`config.mk`:
```
export PLATFORM = sky130hd
export DESIGN_NAME = dcr_top
export DESIGN_NICKNAME = d
export VERILOG_FILES = /design/src/dcr_pkg.sv /design/src/dcr_top.sv
export SDC_FILE = /design/constraint.sdc
export NUM_CORES = 1
export LEC_CHECK = 0
export BUFFER_PORTS_ARGS = -buffer_cell sky130_fd_sc_hd__buf_2
export CAP_MARGIN = 30
export CORE_MARGIN = 2
export CORE_UTILIZATION = 26
export DETAILED_ROUTE_END_ITERATION = 12
export SYNTH_ARGS = -nofsm -noshare
export SYNTH_HDL_FRONTEND = slang
export SYNTH_SLANG_ARGS = --single-unit
export TNS_END_PERCENT = 100
```
`constraint.sdc`:
```
create_clock -name CLK -period 4.4 [get_ports CLK]
set_input_delay 0.88 -clock CLK [delete_from_list [all_inputs] [get_ports CLK]]
set_output_delay 0.88 -clock CLK [all_outputs]
set_load 0.005 [all_outputs]
```
`src/dcr_pkg.sv`:
```
// Package of constants and types for the DDR3 command-side block.
// Assumes a single 250 MHz command clock and an eight-bank device.
// Notes on behaviour
// Controller precharges all banks before enabling.
// Enable: purpose select bit2=1, bits1:0=00.
// Enabled: every read returns the fixed pattern.
// Controller waits mode delays before first read.
// No writes while purpose select bit2 set.
// Full calibration read: col 00, bit2 0.
// Pattern starts additive plus CAS latency later.
// Controller repeats reads until capture optimized.
// After recovery, controller clears bit2 to exit.
// Disabled: reads and writes use the array.
// Controller waits mode delays before activates.
// Activate opens row until bank precharged.
// Controller precharges before activating another row; the bench once activates open bank 2 with another row.
// Precharge closes one or all banks.
// Controller may access other bank during precharge.
// Controller activates idle bank before access.
// Repeat precharge allowed; period from last one.
// Chop select 0 gives four beats, 1 eight.
// Chop select never forms part of column.
// Burst config 00 fixed eight, 01 selectable.
// Pattern alternates 0,1 from beat zero.
// Lane bit 0 carries pattern, others copy.
// Controller issues only reads while enabled; the bench also sends an activate while enabled.
// Chopped column bit2 picks lower or upper nibble.
// Two beats per clock: eight take four cycles.
package dcr_pkg;
  // -----------------------------------------------------------------------
  // Geometry and field positions
  // -----------------------------------------------------------------------
  localparam int BANKS     = 8;   // Number of banks.
  localparam int BA_W      = 3;   // Bank select width.
  localparam int ADDR_W    = 13;  // Address input width.
  localparam int COL_W     = 10;  // Column address width.
  localparam int LANE_W    = 16;  // Both byte lanes of one beat.
  localparam int WORD_W    = 32;  // Two beats per clock cycle.
  localparam int AP_BIT    = 10;  // Auto precharge select bit.
  localparam int BC_BIT    = 12;  // Burst chop select bit.
  localparam int PS_EN_BIT = 2;   // Purpose select enable bit.
  localparam int FIFO_DEPTH = 32; // Read data buffer depth.
  // -----------------------------------------------------------------------
  // Mode register selection and field values
  // -----------------------------------------------------------------------
  localparam logic [2:0] MR_BURST   = 3'h0; // Burst config mode register.
  localparam logic [2:0] MR_PURPOSE = 3'h3; // Purpose select mode register.
  localparam logic [1:0] BL_FIXED8  = 2'h0; // Fixed eight-beat bursts.
  localparam logic [1:0] BL_OTF     = 2'h1; // Chop selected per command.
  localparam logic [1:0] PS_LOC_CAL = 2'h0; // Calibration pattern location.
  // Pattern word: even beat all zero, odd beat all one.
  localparam logic [31:0] CAL_WORD  = 32'hffff0000;
  // -----------------------------------------------------------------------
  // Timing
  // -----------------------------------------------------------------------
  localparam int TCK_PS  = 4000;  // Clock period in ps.
  localparam int TRP_PS  = 15000; // Precharge period in ps.
  localparam int TRP_CYC = (TRP_PS + TCK_PS - 1) / TCK_PS;
  localparam int BL8_CYC = 4;     // Cycles of a full eight-beat burst.
  localparam int BC4_CYC = 2;     // Cycles of a chopped burst.
  localparam int AL_DEF  = 0;     // Default additive latency.
  localparam int CL_DEF  = 6;     // Default CAS latency.
  // -----------------------------------------------------------------------
  // Commands and states
  // -----------------------------------------------------------------------
  typedef enum logic [2:0] {
    CMD_NOP, CMD_MRS, CMD_ACT, CMD_PRE, CMD_RD, CMD_WR
  } dcr_cmd_t;
  typedef enum logic {ST_IDLE, ST_BURST} dcr_state_t;
endpackage

```
`src/dcr_top.sv`:
```
// Read data buffer and DDR3 bank, mode and read burst logic.
// Commands arrive synchronous to CLK; array data answers ARR_* same cycle.
`timescale 1ns/1ns
`default_nettype none
// -------------------------------------------------------------------------
// Word buffer with valid and ready on both sides.
// -------------------------------------------------------------------------
module dcr_fifo #(
  parameter int W = 32,
  parameter int D = 32
) (
  input  wire logic         clk,
  input  wire logic         rst_b,
  input  wire logic [W-1:0] in_data,
  input  wire logic         in_valid,
  output var  logic         in_ready,
  output var  logic [W-1:0] out_data,
  output var  logic         out_valid,
  input  wire logic         out_ready
);
  localparam int AW = $clog2(D);
  logic [W-1:0] mem_q [D];          // Word storage.
  logic [AW:0]  wp_q, wp_d;         // Write pointer with wrap bit.
  logic [AW:0]  rp_q, rp_d;         // Read pointer with wrap bit.
  logic         push, pop;
  // Pointers; full when indices match and wrap bits differ.
  always_comb begin
    in_ready  = (wp_q ^ rp_q) != {1'b1, {AW{1'b0}}};
    out_valid = wp_q != rp_q;
    out_data  = mem_q[rp_q[AW-1:0]];
    push      = in_valid && in_ready;
    pop       = out_valid && out_ready;
    wp_d      = wp_q + (AW+1)'(push);
    rp_d      = rp_q + (AW+1)'(pop);
  end
  // Register pointers and write storage.
  always_ff @(posedge clk) begin
    if (!rst_b) begin
      wp_q <= '0;
      rp_q <= '0;
    end else begin
      wp_q <= wp_d;
      rp_q <= rp_d;
    end
    if (push) begin
      mem_q[wp_q[AW-1:0]] <= in_data;
    end
  end
endmodule // dcr_fifo

// -------------------------------------------------------------------------
// Device command side.
// -------------------------------------------------------------------------
module dcr_top #(
  parameter int ADD_LAT = dcr_pkg::AL_DEF,
  parameter int CAS_LAT = dcr_pkg::CL_DEF
) (
  // Clock and reset.
  input  wire logic                     CLK,
  input  wire logic                     RST_B,
  // Command inputs.
  input  wire dcr_pkg::dcr_cmd_t        CMD,
  input  wire logic [dcr_pkg::BA_W-1:0] BA,
  input  wire logic [dcr_pkg::ADDR_W-1:0] ADDR,
  // Array access.
  input  wire logic [31:0]              ARRAY_RDATA,
  output var  logic [dcr_pkg::BA_W-1:0] ARR_BANK,
  output var  logic [dcr_pkg::ADDR_W-1:0] ARR_ROW,
  output var  logic [dcr_pkg::COL_W-1:0] ARR_COL,
  // Read data stream.
  output var  logic [31:0]              DQ_WORD,
  output var  logic                     DQ_VALID,
  input  wire logic                     DQ_READY,
  output var  logic                     FIFO_READY,
  output var  logic                     OVERFLOW,
  // Status.
  output var  logic                     CAL_MODE,
  output var  logic                     OTF_EN,
  output var  logic [dcr_pkg::BANKS-1:0] BANK_OPEN
);
  localparam int RL = ADD_LAT + CAS_LAT;  // Read latency, at least 2.
  localparam int P  = RL - 1;             // Command delay line stages.
  localparam int RL_CHK = RL;
  localparam logic [1:0] BL8_LAST = 2'(dcr_pkg::BL8_CYC - 1);
  localparam logic [1:0] BC4_LAST = 2'(dcr_pkg::BC4_CYC - 1);
  localparam logic [4:0] TRP_C = 5'(dcr_pkg::TRP_CYC);

  // Saturating decrement of a precharge timer.
  function automatic logic [4:0] dec(input logic [4:0] v);
    dec = (v == 5'h00) ? 5'h00 : v - 5'h01;
  endfunction

  // -----------------------------------------------------------------------
  // Mode registers and bank state
  // -----------------------------------------------------------------------
  logic                       cal_q, cal_d;     // Calibration readout on.
  logic                       otf_q, otf_d;     // Per-command chop on.
  logic [dcr_pkg::BANKS-1:0]  open_q, open_d;   // Row open per bank.
  logic [dcr_pkg::ADDR_W-1:0] row_q [dcr_pkg::BANKS];
  logic [dcr_pkg::ADDR_W-1:0] row_d [dcr_pkg::BANKS];
  logic [4:0]                 pre_q [dcr_pkg::BANKS]; // Precharge timers.
  logic [4:0]                 pre_d [dcr_pkg::BANKS];
  logic                       is_rd;            // Read command this cycle.

  // Decode mode sets, activates and precharges.
  always_comb begin
    cal_d  = cal_q;
    otf_d  = otf_q;
    open_d = open_q;
    row_d  = row_q;
    is_rd  = CMD == dcr_pkg::CMD_RD;
    for (int b = 0; b < dcr_pkg::BANKS; b++) begin
      pre_d[b] = dec(pre_q[b]);
    end
    case (CMD)
      dcr_pkg::CMD_MRS: begin
        if (BA == dcr_pkg::MR_PURPOSE) begin
          // Enable only for the pattern location; bit2 low always exits.
          cal_d = ADDR[dcr_pkg::PS_EN_BIT] &&
                  ADDR[1:0] == dcr_pkg::PS_LOC_CAL;
        end else if (BA == dcr_pkg::MR_BURST) begin
          otf_d = ADDR[1:0] == dcr_pkg::BL_OTF;
        end
      end
      dcr_pkg::CMD_ACT: begin
        // Opens only an idle bank whose precharge period has run out.
        if (!open_q[BA] && pre_q[BA] == 5'h00 && !cal_q) begin
          open_d[BA] = 1'b1;
          row_d[BA]  = ADDR;
        end
      end
      dcr_pkg::CMD_PRE: begin
        // Restarts the timer even on idle or precharging banks.
        for (int b = 0; b < dcr_pkg::BANKS; b++) begin
          if (ADDR[dcr_pkg::AP_BIT] || BA == b[dcr_pkg::BA_W-1:0]) begin
            open_d[b] = 1'b0;
            pre_d[b]  = TRP_C;
          end
        end
      end
      dcr_pkg::CMD_RD: begin
        // Auto precharge is ignored while calibration readout is on.
        if (ADDR[dcr_pkg::AP_BIT] && !cal_q) begin
          open_d[BA] = 1'b0;
          pre_d[BA]  = TRP_C;
        end
      end
      default: begin
        cal_d = cal_q;
      end
    endcase
  end

  // Register mode and bank state.
  always_ff @(posedge CLK) begin
    if (!RST_B) begin
      cal_q  <= 1'b0;
      otf_q  <= 1'b0;
      open_q <= '0;
      for (int b = 0; b < dcr_pkg::BANKS; b++) begin
        row_q[b] <= '0;
        pre_q[b] <= '0;
      end
    end else begin
      cal_q  <= cal_d;
      otf_q  <= otf_d;
      open_q <= open_d;
      row_q  <= row_d;
      pre_q  <= pre_d;
    end
  end

  // -----------------------------------------------------------------------
  // Read latency delay line
  // -----------------------------------------------------------------------
  logic                      pv_q [P];  // Read pending.
  logic                      pc_q [P];  // Pattern read.
  logic                      ph_q [P];  // Chopped burst.
  logic [dcr_pkg::BA_W-1:0]  pb_q [P];  // Bank.
  logic [dcr_pkg::COL_W-1:0] pk_q [P];  // Start column.
  always_ff @(posedge CLK) begin
    if (!RST_B) begin
      for (int i = 0; i < P; i++) begin
        pv_q[i] <= 1'b0;
        pc_q[i] <= 1'b0;
        ph_q[i] <= 1'b0;
        pb_q[i] <= '0;
        pk_q[i] <= '0;
      end
    end else begin
      pv_q[0] <= is_rd;
      pc_q[0] <= cal_q;
      ph_q[0] <= otf_q && !ADDR[dcr_pkg::BC_BIT];
      pb_q[0] <= BA;
      // Chop select stays out of the column; bit2 keeps the nibble.
      pk_q[0] <= {ADDR[dcr_pkg::COL_W-1:2], 2'b00};
      for (int i = 1; i < P; i++) begin
        pv_q[i] <= pv_q[i-1];
        pc_q[i] <= pc_q[i-1];
        ph_q[i] <= ph_q[i-1];
        pb_q[i] <= pb_q[i-1];
        pk_q[i] <= pk_q[i-1];
      end
    end
  end

  // -----------------------------------------------------------------------
  // Burst engine: two beats per cycle into the buffer
  // -----------------------------------------------------------------------
  dcr_pkg::dcr_state_t       st_q, st_d;     // Burst running.
  logic [1:0]                cnt_q, cnt_d;   // Cycles left minus one.
  logic                      bc_q, bc_d;     // Pattern burst.
  logic                      ch_q, ch_d;     // Chopped burst.
  logic                      fst_q, fst_d;   // First cycle of a burst.
  logic [dcr_pkg::BA_W-1:0]  bk_q, bk_d;     // Burst bank.
  logic [dcr_pkg::COL_W-1:0] col_q, col_d;   // Column of the even beat.
  logic                      ovf_q, ovf_d;   // Sticky dropped word.
  logic                      push, in_rdy;
  logic [31:0]               word;

  // Advance or load the burst; a pending read overrides the tail.
  always_comb begin
    st_d  = st_q;
    cnt_d = cnt_q - 2'h1;
    bc_d  = bc_q;
    ch_d  = ch_q;
    bk_d  = bk_q;
    fst_d = 1'b0;
    col_d = {col_q[dcr_pkg::COL_W-1:3], col_q[2:0] + 3'h2};
    push  = st_q == dcr_pkg::ST_BURST;
    word  = bc_q ? dcr_pkg::CAL_WORD : ARRAY_RDATA;
    ovf_d = ovf_q || (push && !in_rdy);
    case (st_q)
      dcr_pkg::ST_IDLE: st_d = dcr_pkg::ST_IDLE;
      dcr_pkg::ST_BURST: begin
        if (cnt_q == 2'h0) begin
          st_d = dcr_pkg::ST_IDLE;
        end
      end
      default: st_d = dcr_pkg::ST_IDLE;
    endcase
    if (pv_q[P-1]) begin
      st_d  = dcr_pkg::ST_BURST;
      cnt_d = ph_q[P-1] ? BC4_LAST : BL8_LAST;
      bc_d  = pc_q[P-1];
      ch_d  = ph_q[P-1];
      bk_d  = pb_q[P-1];
      col_d = pk_q[P-1];
      fst_d = 1'b1;
    end
  end

  // Register burst state and outputs.
  always_ff @(posedge CLK) begin
    if (!RST_B) begin
      st_q  <= dcr_pkg::ST_IDLE;
      cnt_q <= '0;
      bc_q  <= 1'b0;
      ch_q  <= 1'b0;
      fst_q <= 1'b0;
      bk_q  <= '0;
      col_q <= '0;
      ovf_q <= 1'b0;
    end else begin
      st_q  <= st_d;
      cnt_q <= cnt_d;
      bc_q  <= bc_d;
      ch_q  <= ch_d;
      fst_q <= fst_d;
      bk_q  <= bk_d;
      col_q <= col_d;
      ovf_q <= ovf_d;
    end
  end

  // Buffer of read words toward the capture side.
  dcr_fifo #(.W(dcr_pkg::WORD_W), .D(dcr_pkg::FIFO_DEPTH)) u_fifo (
    .clk       (CLK),
    .rst_b     (RST_B),
    .in_data   (word),
    .in_valid  (push),
    .in_ready  (in_rdy),
    .out_data  (DQ_WORD),
    .out_valid (DQ_VALID),
    .out_ready (DQ_READY)
  );

  // Outputs from flip-flops; ARR_ROW is selected by bk_q and FIFO_READY is decoded from the buffer pointers.
  always_comb begin
    ARR_BANK   = bk_q;
    ARR_ROW    = row_q[bk_q];
    ARR_COL    = col_q;
    FIFO_READY = in_rdy;
    OVERFLOW   = ovf_q;
    CAL_MODE   = cal_q;
    OTF_EN     = otf_q;
    BANK_OPEN  = open_q;
  end
endmodule // dcr_top
`default_nettype wire

```
Yosys cells after proc, flatten, opt, wreduce, memory -nomap -nowiden --
Memories as Yosys holds them, arrays and structs flattened. A register that Yosys moved wholly into a read port is not among the register bits. Index checks and enable logic that the tools add are counted.
Storage, ports and cells: memories 6, memory bits (writable) 1104, flip-flop bits (word level) 180, output and inout bits 71, logic and storage cells 246, bits of input ports 54
Cells by class: bitwise gates (word level) 36, reduce and logical (&&, ||, !) cells 49, equal/unequal tests 24, mux-type cells 81, add/sub/neg operators 12, $lt $le $gt $ge 5
Memories:
- u_fifo.mem_q | depth 32, width 32, read ports 1, clocked after memory_dff 1, write ports 1, line dcr_top.sv:22 | logic [W-1:0] mem_q [D];
- pk_q | depth 5, width 10, read ports 5, clocked after memory_dff 0, write ports 5, line dcr_top.sv:180 | logic [dcr_pkg::COL_W-1:0] pk_q [P];
- pb_q | depth 5, width 3, read ports 5, clocked after memory_dff 1, write ports 5, line dcr_top.sv:179 | logic [dcr_pkg::BA_W-1:0] pb_q [P];
- pc_q | depth 5, width 1, read ports 5, clocked after memory_dff 1, write ports 5, line dcr_top.sv:177 | logic pc_q [P];
- ph_q | depth 5, width 1, read ports 5, clocked after memory_dff 0, write ports 5, line dcr_top.sv:178 | logic ph_q [P];
- pv_q | depth 5, width 1, read ports 5, clocked after memory_dff 0, write ports 5, line dcr_top.sv:176 | logic pv_q [P];
Operators with widths (count):
- 104-bit bitwise mux | 1
- 5-bit 2-to-1 mux | 20
- 40-bit case mux with 2 select lines | 1
- 10-bit 2-to-1 mux | 5
- 5-bit logical NOT | 9
- 40-bit 2-to-1 mux | 1
- 5-bit by 1-bit subtractor with 5-bit output (second input constant) | 8
- 13-bit binary-select mux with 3-bit select | 1
- 13-bit demux with 3-bit select | 1
- 13-bit 2-to-1 mux | 3
- 32-bit bitwise AND | 1
- 32-bit 2-to-1 mux | 1
- 32-bit inverter | 1
- 4-bit AND reduction | 8
- 1-bit 2-to-1 mux | 31
- 1-bit bitwise OR | 25
- 8-bit case mux with 3 select lines | 1
- 3-bit 2-to-1 mux | 6
- 2-bit != test (second input constant) | 9
- 8-bit 2-to-1 mux | 2
- 8-bit bitwise OR | 2
- 5-bit binary-select mux with 3-bit select | 1
- 5-bit demux with 3-bit select | 1
- 3-bit equality test (second input constant) | 5
- other kinds (30) | 63

Logic depth before layout (Yosys ltp) --
Gate-level depths: netlist of the first run.
depth in word-level cells 9, gate-level depth with buffers 11, mapped depth without buffers 10

By module --
A second synthesis of the first run with hierarchy kept.
Second synthesis, totals: cells, all modules 2804, area, all modules 49501.2 um^2
By module, submodules not included:
- dcr_fifo | sequential area each 30989.7 um^2, area an instance 39501.6 um^2, cells an instance 1795, instances 1
- dcr_top | sequential area each 4824.6 um^2, area an instance 9999.6 um^2, cells an instance 1009, instances 1

Worst setup path after synthesis of the first run --
OpenSTA, ideal clock, no wires.
path type register to output, start register u_fifo.rp_q[0] (netlist name), end output port DQ_WORD[11], buffers on the path 3, arrival 2.586 ns, stages on the path, launching flop included 7, slack 0.934 ns, required time 3.520 ns, cell sequence dfxtp_1 clkbuf_1 buf_2 buf_1 mux4_2 mux4_2 mux2_2
RTL lines:
- end: declaration | line dcr_top.sv:71 | output var logic [31:0] DQ_WORD,

==> summary.txt, run 1 <==
Global routing
  • Global-route usage over all layers: 12.5%
  • Initial antenna violation count: 9
  • GR Overflow Total: 0
  • Largest net degree at the start of global routing: 150
  • Number of global-route vias before repair: 24645
  • First-pass GRT wire length: 175000 um

Layout
  • Register Area: 0.0358 mm^2
  • Synthesis-to-finish area growth: 18.2%
  • Post-layout nets: 2809
  • Post-route cell area: 0.0581 mm^2
  • Fillers: 18139
  • Layout cells sized above 1: 31.4%
  • Multi-input logic area: 0.0129 mm^2
  • Final Util: 30.9%

Yosys
  • Synth unique cells: 55
  • Complex-gate fraction of the synthesized area: 1.30%
  • Mapped cell area: 0.0492 mm^2
  • Synth Flop Type: edfxtp_1
  • Main combinational cell family by area after synthesis: multiplexers
  • Post-synthesis sequential area ratio: 72.8%
  • Syn_nets: 2597
  • Mean Syn Cell Area: 19.5 um^2
  • Synthesized instance count: 2527
  • Async SR Flop Fraction: 0%
  • Post-synthesis simple-gate area fraction: 4.21%
  • Ys Warns: 0
  • Number of flops mapped to enable cells by yosys: 1024
  • Post-synthesis mux area share: 19.2%
  • Yosys reg bits: 1277
  • Xor/xnor share of the synthesized area: 0.445%
  • Synthesized-area fraction occupied by adder cells: 0.407%

STA
  • Slew HR: 29.2%
  • Period utilization: 95.6%
  • Setup TNS: 0 ns
  • RSZ-0062 raised after global routing: false
  • Minimum clock period: 4.21 ns
  • Final setup violating endpoints: 0
  • Layout Skew: 0.0310 ns
  • Worst-Margin Slew: 1.06 ns
  • Fmax: 0.238 GHz
  • Final Hold Fails: 0
  • Fin. max-slew vios: 0

Setup path
  • Max FO, Critical Path: 32
  • Crit Path Category: flop to output pin
  • CP endpoint kind: output pin
  • Worst EP required: 3.52 ns
  • Critical Path AT: 3.33 ns
  • Startpoint Class: flop

Detailed routing
  • WL met3: 7560 um
  • Metal-1 WL: 50900 um
  • Total wire length: 121000 um
  • Wire per inst: 22.8 um
  • Top sig layer: met5
  • Remaining antenna violation count after routing: 0
  • TritonRoute pass-1 iters: 11
  • Met2 wire length: 60300 um
  • Drc violations: 8
  • Initial DRC count: 2498
  • Via/cell ratio: 4.56
  • Via Count: 24335

Floorplanning
  • DIE AREA: 0.193 mm^2
  • Initial Util: 26.2%
  • Num rows: 159
  • Ports: 125
  • Core Footprint: 0.188 mm^2
  • Die Wd: 439 um
  • Die height: 439 um

Clock tree
  • CTS tree: yes
  • CTS buffer count: 130
  • Hold Buf Count CTS: 0
  • Root Driver: clkbuf_16
  • Buffer depth of the longest clock path: 3
  • # H-tree levels: 4
  • CTS clk-pin slew, worst paths: 0.06 ns
  • Clk_lat worst skew: 0.77 ns
  • Clock sinks: 1277

Place
  • DP Area: 0.0538 mm^2
  • Detailed Place HPWL: 65500 um
  • GP Congestion: 0.749
  • Port Buffer Count: 123

Power and ir drop
  • PwrDens: 431 mW/mm^2
  • Peak supply drop: 351 uV
  • Cell leakage power: 18.8 nW

Worst hold path
  • Worst Hold Class: flop to flop

Outcome
  • Outcome: complete, but fails checks
  • Failing checks: design-rule violations

Run
  • Max cap viols: 0
==> cells by family (layout without fill, tap and decap cells) <==
group	count (synthesis)	after routing
muxes	507	507
DFF	1277	1277
adders and majority gates	16	16
buffers and inverters	188	497
and+or+nand+nor	425	425
xor gates and xnor gates	25	25
other	1	3
AOI/OAI and AO/OA	88	88
==> cell usage in the layout, fill, tap and decap left out, drive strengths merged, types with 12 or more instances in the layout <==
master	Yosys	layout
edfxtp	1024	1024
mux4	346	346
dfxtp	253	253
buf	46	232
nor2	205	205
clkbuf	106	160
mux2i	115	115
and2	73	73
mux2	46	46
clkinv	0	46
inv	36	44
nand2	31	31
a21oi	24	24
nand3	21	21
o21ai	18	18
nor2b	18	18
or2	17	17
ha	16	16
nor3	14	14
xor2	13	13
xnor2	12	12
nand2b	12	12
==> report_power, final <==
part	leakage (nW)	total (W)	internal, W	switching [W]
registers	11.3	0.0133	0.0132	0.0000954
logic	5.55	0.000939	0.000361	0.000578
clock network	2.03	0.0109	0.00615	0.00471
total	18.8	0.0251	0.0197	0.00538
==> flip-flops by register name (all words and copies together), names as in the netlist, 6 cells and up <==
signal / cells
row_q: 104
u_fifo.rp_q: 6
u_fifo.mem_q: 1024
pk_q: 40
pre_q: 40
pb_q: 15
BANK_OPEN: 8
u_fifo.wp_q: 6
ARR_COL: 9
==> synth_stat cells, types with 5 or more instances <==
library cell,n,share of area (%)
a21oi_1,24,0.24
a22oi_1,8,0.12
and2_1,73,0.93
buf_1,15,0.11
buf_2,25,0.25
buf_6,5,0.11
clkbuf_1,105,0.80
dfxtp_1,253,10
edfxtp_1,1024,63
ha_1,16,0.41
inv_1,36,0.27
mux2_2,46,1.1
mux2i_1,115,2.3
mux4_2,346,16
nand2_1,31,0.24
nand2b_1,12,0.15
nand3_1,21,0.21
nand3b_1,6,0.092
nand4_1,6,0.076
nor2_1,205,1.6
nor2b_1,18,0.23
nor3_1,13,0.13
o2111a_1,5,0.11
o211ai_1,6,0.092
o21ai_0,16,0.16
o311ai_0,6,0.11
or2_2,17,0.22
or3_1,5,0.064
xnor2_1,12,0.21
xor2_1,13,0.23
==> path summary, 6_finish.rpt <==
kind / depth (start not counted) / to / slack [ns] / from
worst max-delay path: 6 / DQ_WORD[9] / 0.19 / u_fifo.rp_q[1]
worst min-delay path: 1 / cnt_q[1] / 0.41 / ph_q[0][4]
worst max register to register: 7 / u_fifo.mem_q[0][11] / 1.13 / u_fifo.rp_q[1]
worst min register to register: 1 / cnt_q[1] / 0.41 / ph_q[0][4]
==> worst max-delay path, cell delays in order, from the launching register on <==
cell     delay [ns]
dfxtp_4        0.70
buf_12         0.30
buf_12         0.26
mux4_2         0.35
mux4_2         0.50
mux2_2         0.30
buf_2          0.13
==> through the flow <==
step	hold WS [ns]	total power, W	std cells	setup slack (ns)
after floorplan	0.394	0.0142	2527	0.934
after global placement	0.400	0.0144	5087	0.783
after detailed placement	0.413	0.0145	5092	0.766
after CTS	0.376	0.0253	5325	0.151
after global routing	0.417	0.0259	5331	0.0865
final	0.414	0.0251	5333	0.192
==> what timing repair did <==
item,in CTS,in global routing
gates resized for setup,0,0
endpoints found under the setup margin,5,0
buffers inserted,4,0
endpoints found under the hold margin,0,0
==> per-layer routing <==
layer  GRT usage, %  up-vias
li1               -    10499
met1           16.5    12935
met2           20.7      722
met3           2.58      171
met4           3.55        8
met5              0        -
==> area by class of cell <==
class                           instances  area share (%)
Sequential cell                      1277            61.7
Multi-Input combinational cell       1062            22.1
Inverter                               36           0.237
Tap cell                             2495            5.37
Timing Repair Buffer                  232            3.38
Antenna cell                            2         0.00861
Clock inverter                         69            1.29
Clock buffer                          160            5.91
No activity file was read; power rests on OpenSTA's default activity.
==> run 2: changes to the inputs <==
--- a/config.mk
+++ b/config.mk
@@ -12,5 +12,6 @@
 export DETAILED_ROUTE_END_ITERATION = 12
 export SYNTH_ARGS = -nofsm -noshare
 export SYNTH_HDL_FRONTEND = slang
+export SYNTH_HIERARCHICAL = 1
 export SYNTH_SLANG_ARGS = --single-unit
 export TNS_END_PERCENT = 100
==> run 2 against run 1 <==
Net effect:
- the run now ends clean
- worst setup slack worse by 0.055 ns
- hold slack worse by 0.022 ns
- synthesized cell count increased by 11%
- sequential power about the same
- synthesized area grew 0.64%
- die area grew 0.63%
- highest routed layer unchanged
==> summary.txt, run 2 <==
Outcome
  • Outcome: complete, no violations

Detailed routing
  • Initial DRC count: 2654
  • Remaining antenna violation count after routing: 0
  • TritonRoute pass-1 iters: 5
  • Via Count: 26369
  • Via/cell ratio: 4.68
  • Drc violations: 0
  • Total wire length: 127000 um
  • Wire per inst: 22.6 um

Global routing
  • GR Overflow Total: 0
  • Number of global-route vias before repair: 26553
  • First-pass GRT wire length: 184000 um
  • Global-route usage over all layers: 12.9%
  • Largest net degree at the start of global routing: 139
  • Initial antenna violation count: 10

Yosys
  • Number of flops mapped to enable cells by yosys: 1024
  • Synth top area share: 62.1%
  • Ys Warns: 6
  • Most common library cells after synthesis: edfxtp_1 (1024), dfxtp_1 (253), mux2i_1 (247)
  • Dominant cell type by area after synthesis: edfxtp_1
  • Post-synthesis sequential area ratio: 72.4%
  • Mapped cell area: 0.0495 mm^2
  • Syn_nets: 2875
  • Synthesized instance count: 2804
  • Async SR Flop Fraction: 0%
  • Synth area leaders: edfxtp_1 (62%), dfxtp_1 (10%), mux4_2 (9.9%), mux2i_1 (5.0%), a22oi_1 (1.5%)
  • Synth unique cells: 62
  • Top-count cell post-synth: edfxtp_1
  • Mean Syn Cell Area: 17.7 um^2
  • Synth Flop Type: edfxtp_1
  • Yosys reg bits: 1277

Setup path
  • Crit Path Category: flop to output pin
  • Max FO, Critical Path: 22
  • Startpoint Class: flop
  • Worst path max stage delay: 0.50 ns
  • Critical-path cell list: buf_4, nor2_4, buf_4, buf_4, a22oi_1, a22oi_1, buf_2
  • Worst EP required: 3.52 ns
  • Critical Path AT: 3.38 ns
  • Most used cell, CP: buf_4
  • CP endpoint kind: output pin
  • Worst path slowest cell: nor2_4

Power and ir drop
  • Flop pwr share: 52.7%
  • Clock power share: 43.2%
  • Power Internal: 0.0197 W
  • Cell leakage power: 18.8 nW
  • PwrDens: 434 mW/mm^2
  • Combinational fraction of design power: 4.1%
  • Peak supply drop: 283 uV
  • Switch Pwr: 0.00549 W
  • Sw frac: 21.8%

Floorplanning
  • Die Wd: 440 um
  • DIE AREA: 0.194 mm^2
  • Die height: 440 um
  • Ports: 125
  • Initial Util: 26.1%
  • Num rows: 160
  • Core Footprint: 0.190 mm^2

Layout
  • Post-layout nets: 3088
  • Largest register FFs: 1024
  • Layout cells sized above 1: 24.2%
  • Synthesis-to-finish area growth: 17.3%
  • ANT cells: 0
  • Commonest non-fill, non-tap cell in the layout: edfxtp_1
  • Commonest non-fill, non-tap cells in the layout: edfxtp_1 (1024), dfxtp_1 (247), mux2i_1 (247)

STA
  • Minimum clock period: 4.26 ns
  • Period utilization: 96.9%
  • Slew HR: 32.6%
  • Fmax: 0.235 GHz
  • Layout Skew: 0.0495 ns
  • RSZ-0062 raised after global routing: false
  • Final setup violating endpoints: 0
  • Worst-Margin Slew: 1.01 ns
  • Hold WS: 0.392 ns
  • Final Hold Fails: 0
  • Setup TNS: 0 ns
  • Fin. max-slew vios: 0

Clock tree
  • Buffer depth of the longest clock path: 3
  • CTS buffer count: 132
  • # H-tree levels: 4
  • Clock sinks: 1277
  • Root Driver: clkbuf_16
  • Clk_lat worst skew: 0.77 ns
  • CTS tree: yes
  • CTS clk-pin slew, worst paths: 0.06 ns
  • Hold Buf Count CTS: 0

Worst hold path
  • Worst Hold Class: flop to flop

Place
  • GP Congestion: 0.755
  • Detailed Place HPWL: 73500 um
  • Port Buffer Count: 123

Run
  • Max cap viols: 0
[run 2: cell types whose count changed after synthesis, sizes merged, moves of 9 or more]
cell    delta
a211oi    +31
a21oi     +37
a22oi     +88
buf       +52
clkbuf    -28
mux2      -32
mux2i    +132
mux4     -129
nand2    +128
nor2     -126
nor3      +36
o221ai    +33
o22ai     +39
or4        +9
[run 2: cells by family after synthesis]
group	synth area share (%)
other	0.00758
DFF	72.4
adders and majority gates	0.430
muxes	15.2
buffers and inverters	2.26
and+or+nand+nor	4.78
AOI/OAI and AO/OA	4.54
xor gates and xnor gates	0.442
[run 2: per-layer routing]
layer | wire length [um] | global-route usage [%] | vias up
met3 | 8390 | 2.66 | 199
met4 | 3210 | 3.73 | 8
met2 | 62400 | 21.5 | 862
met1 | 53100 | 17.0 | 13780
li1 | - | - | 11520
met5 | 54 | 0 | -
[run 2: worst max-delay path: cells and delay by family, from the launching register on]
| family | cells | cell delay [ns] |
|---|---|---|
| DFF | 1 | 0.46 |
| AOI/OAI and AO/OA | 2 | 0.53 |
| and+or+nand+nor | 1 | 0.50 |
| buffers and inverters | 4 | 1.12 |
[run 2: layout make-up]
cell class	instances	area [um^2]
Sequential cell	1277	35800
Inverter	36	135
Clock buffer	176	3590
Multi-Input combinational cell	1315	12800
Timing Repair Buffer	255	1960
Tap cell	2511	3140
Fill cell	18345	132000
Clock inverter	63	614
[run 2: power groups by stage]
| stage | Sequential [W] | Clock (W) | Combinational, W |
|---|---|---|---|
| 2_1_floorplan | 0.0135 | 0 | 0.000748 |
| 4_1_cts | 0.0133 | 0.0112 | 0.00104 |
| 3_3_place_gp | 0.0135 | 0 | 0.000971 |
| 3_5_place_dp | 0.0136 | 0 | 0.00104 |
| 6_report | 0.0133 | 0.0109 | 0.00103 |
| 5_1_grt | 0.0133 | 0.0116 | 0.00117 |
[run 2: per-stage QoR]
| stage | util [%] | power, W | instance area [um^2] | worst slack (ns) | instances |
|---|---|---|---|---|---|
| after floorplan | - | 0.0143 | 49500 | 0.468 | 2804 |
| after global placement | 28.2 | 0.0145 | 53500 | 0.643 | 5374 |
| after detailed placement | 28.4 | 0.0146 | 53800 | 0.627 | 5390 |
| after CTS | 30.6 | 0.0255 | 58000 | 0.0315 | 5630 |
| after global routing | 30.6 | 0.0261 | 58100 | 0.0238 | 5633 |
| final | 30.6 | 0.0252 | 58100 | 0.137 | 5633 |
[run 2: repair_timing]
item                                    CTS  global route
buffers inserted                          1             1
endpoints found under the setup margin    3             5
endpoints found under the hold margin     0             0
resized for setup                         2             1
[run 2: final timing paths]
path	startpoint	endpoint	slack, ns	depth (start not counted)
max	u_fifo/rp_q[1]	DQ_WORD[1]	0.14	7
min	pk_q[0][27]	pk_q[0][37]	0.39	1
max reg2reg	u_fifo/rp_q[0]	u_fifo/mem_q[17][29]	1.18	7
min reg2reg	pk_q[0][27]	pk_q[0][37]	0.39	1
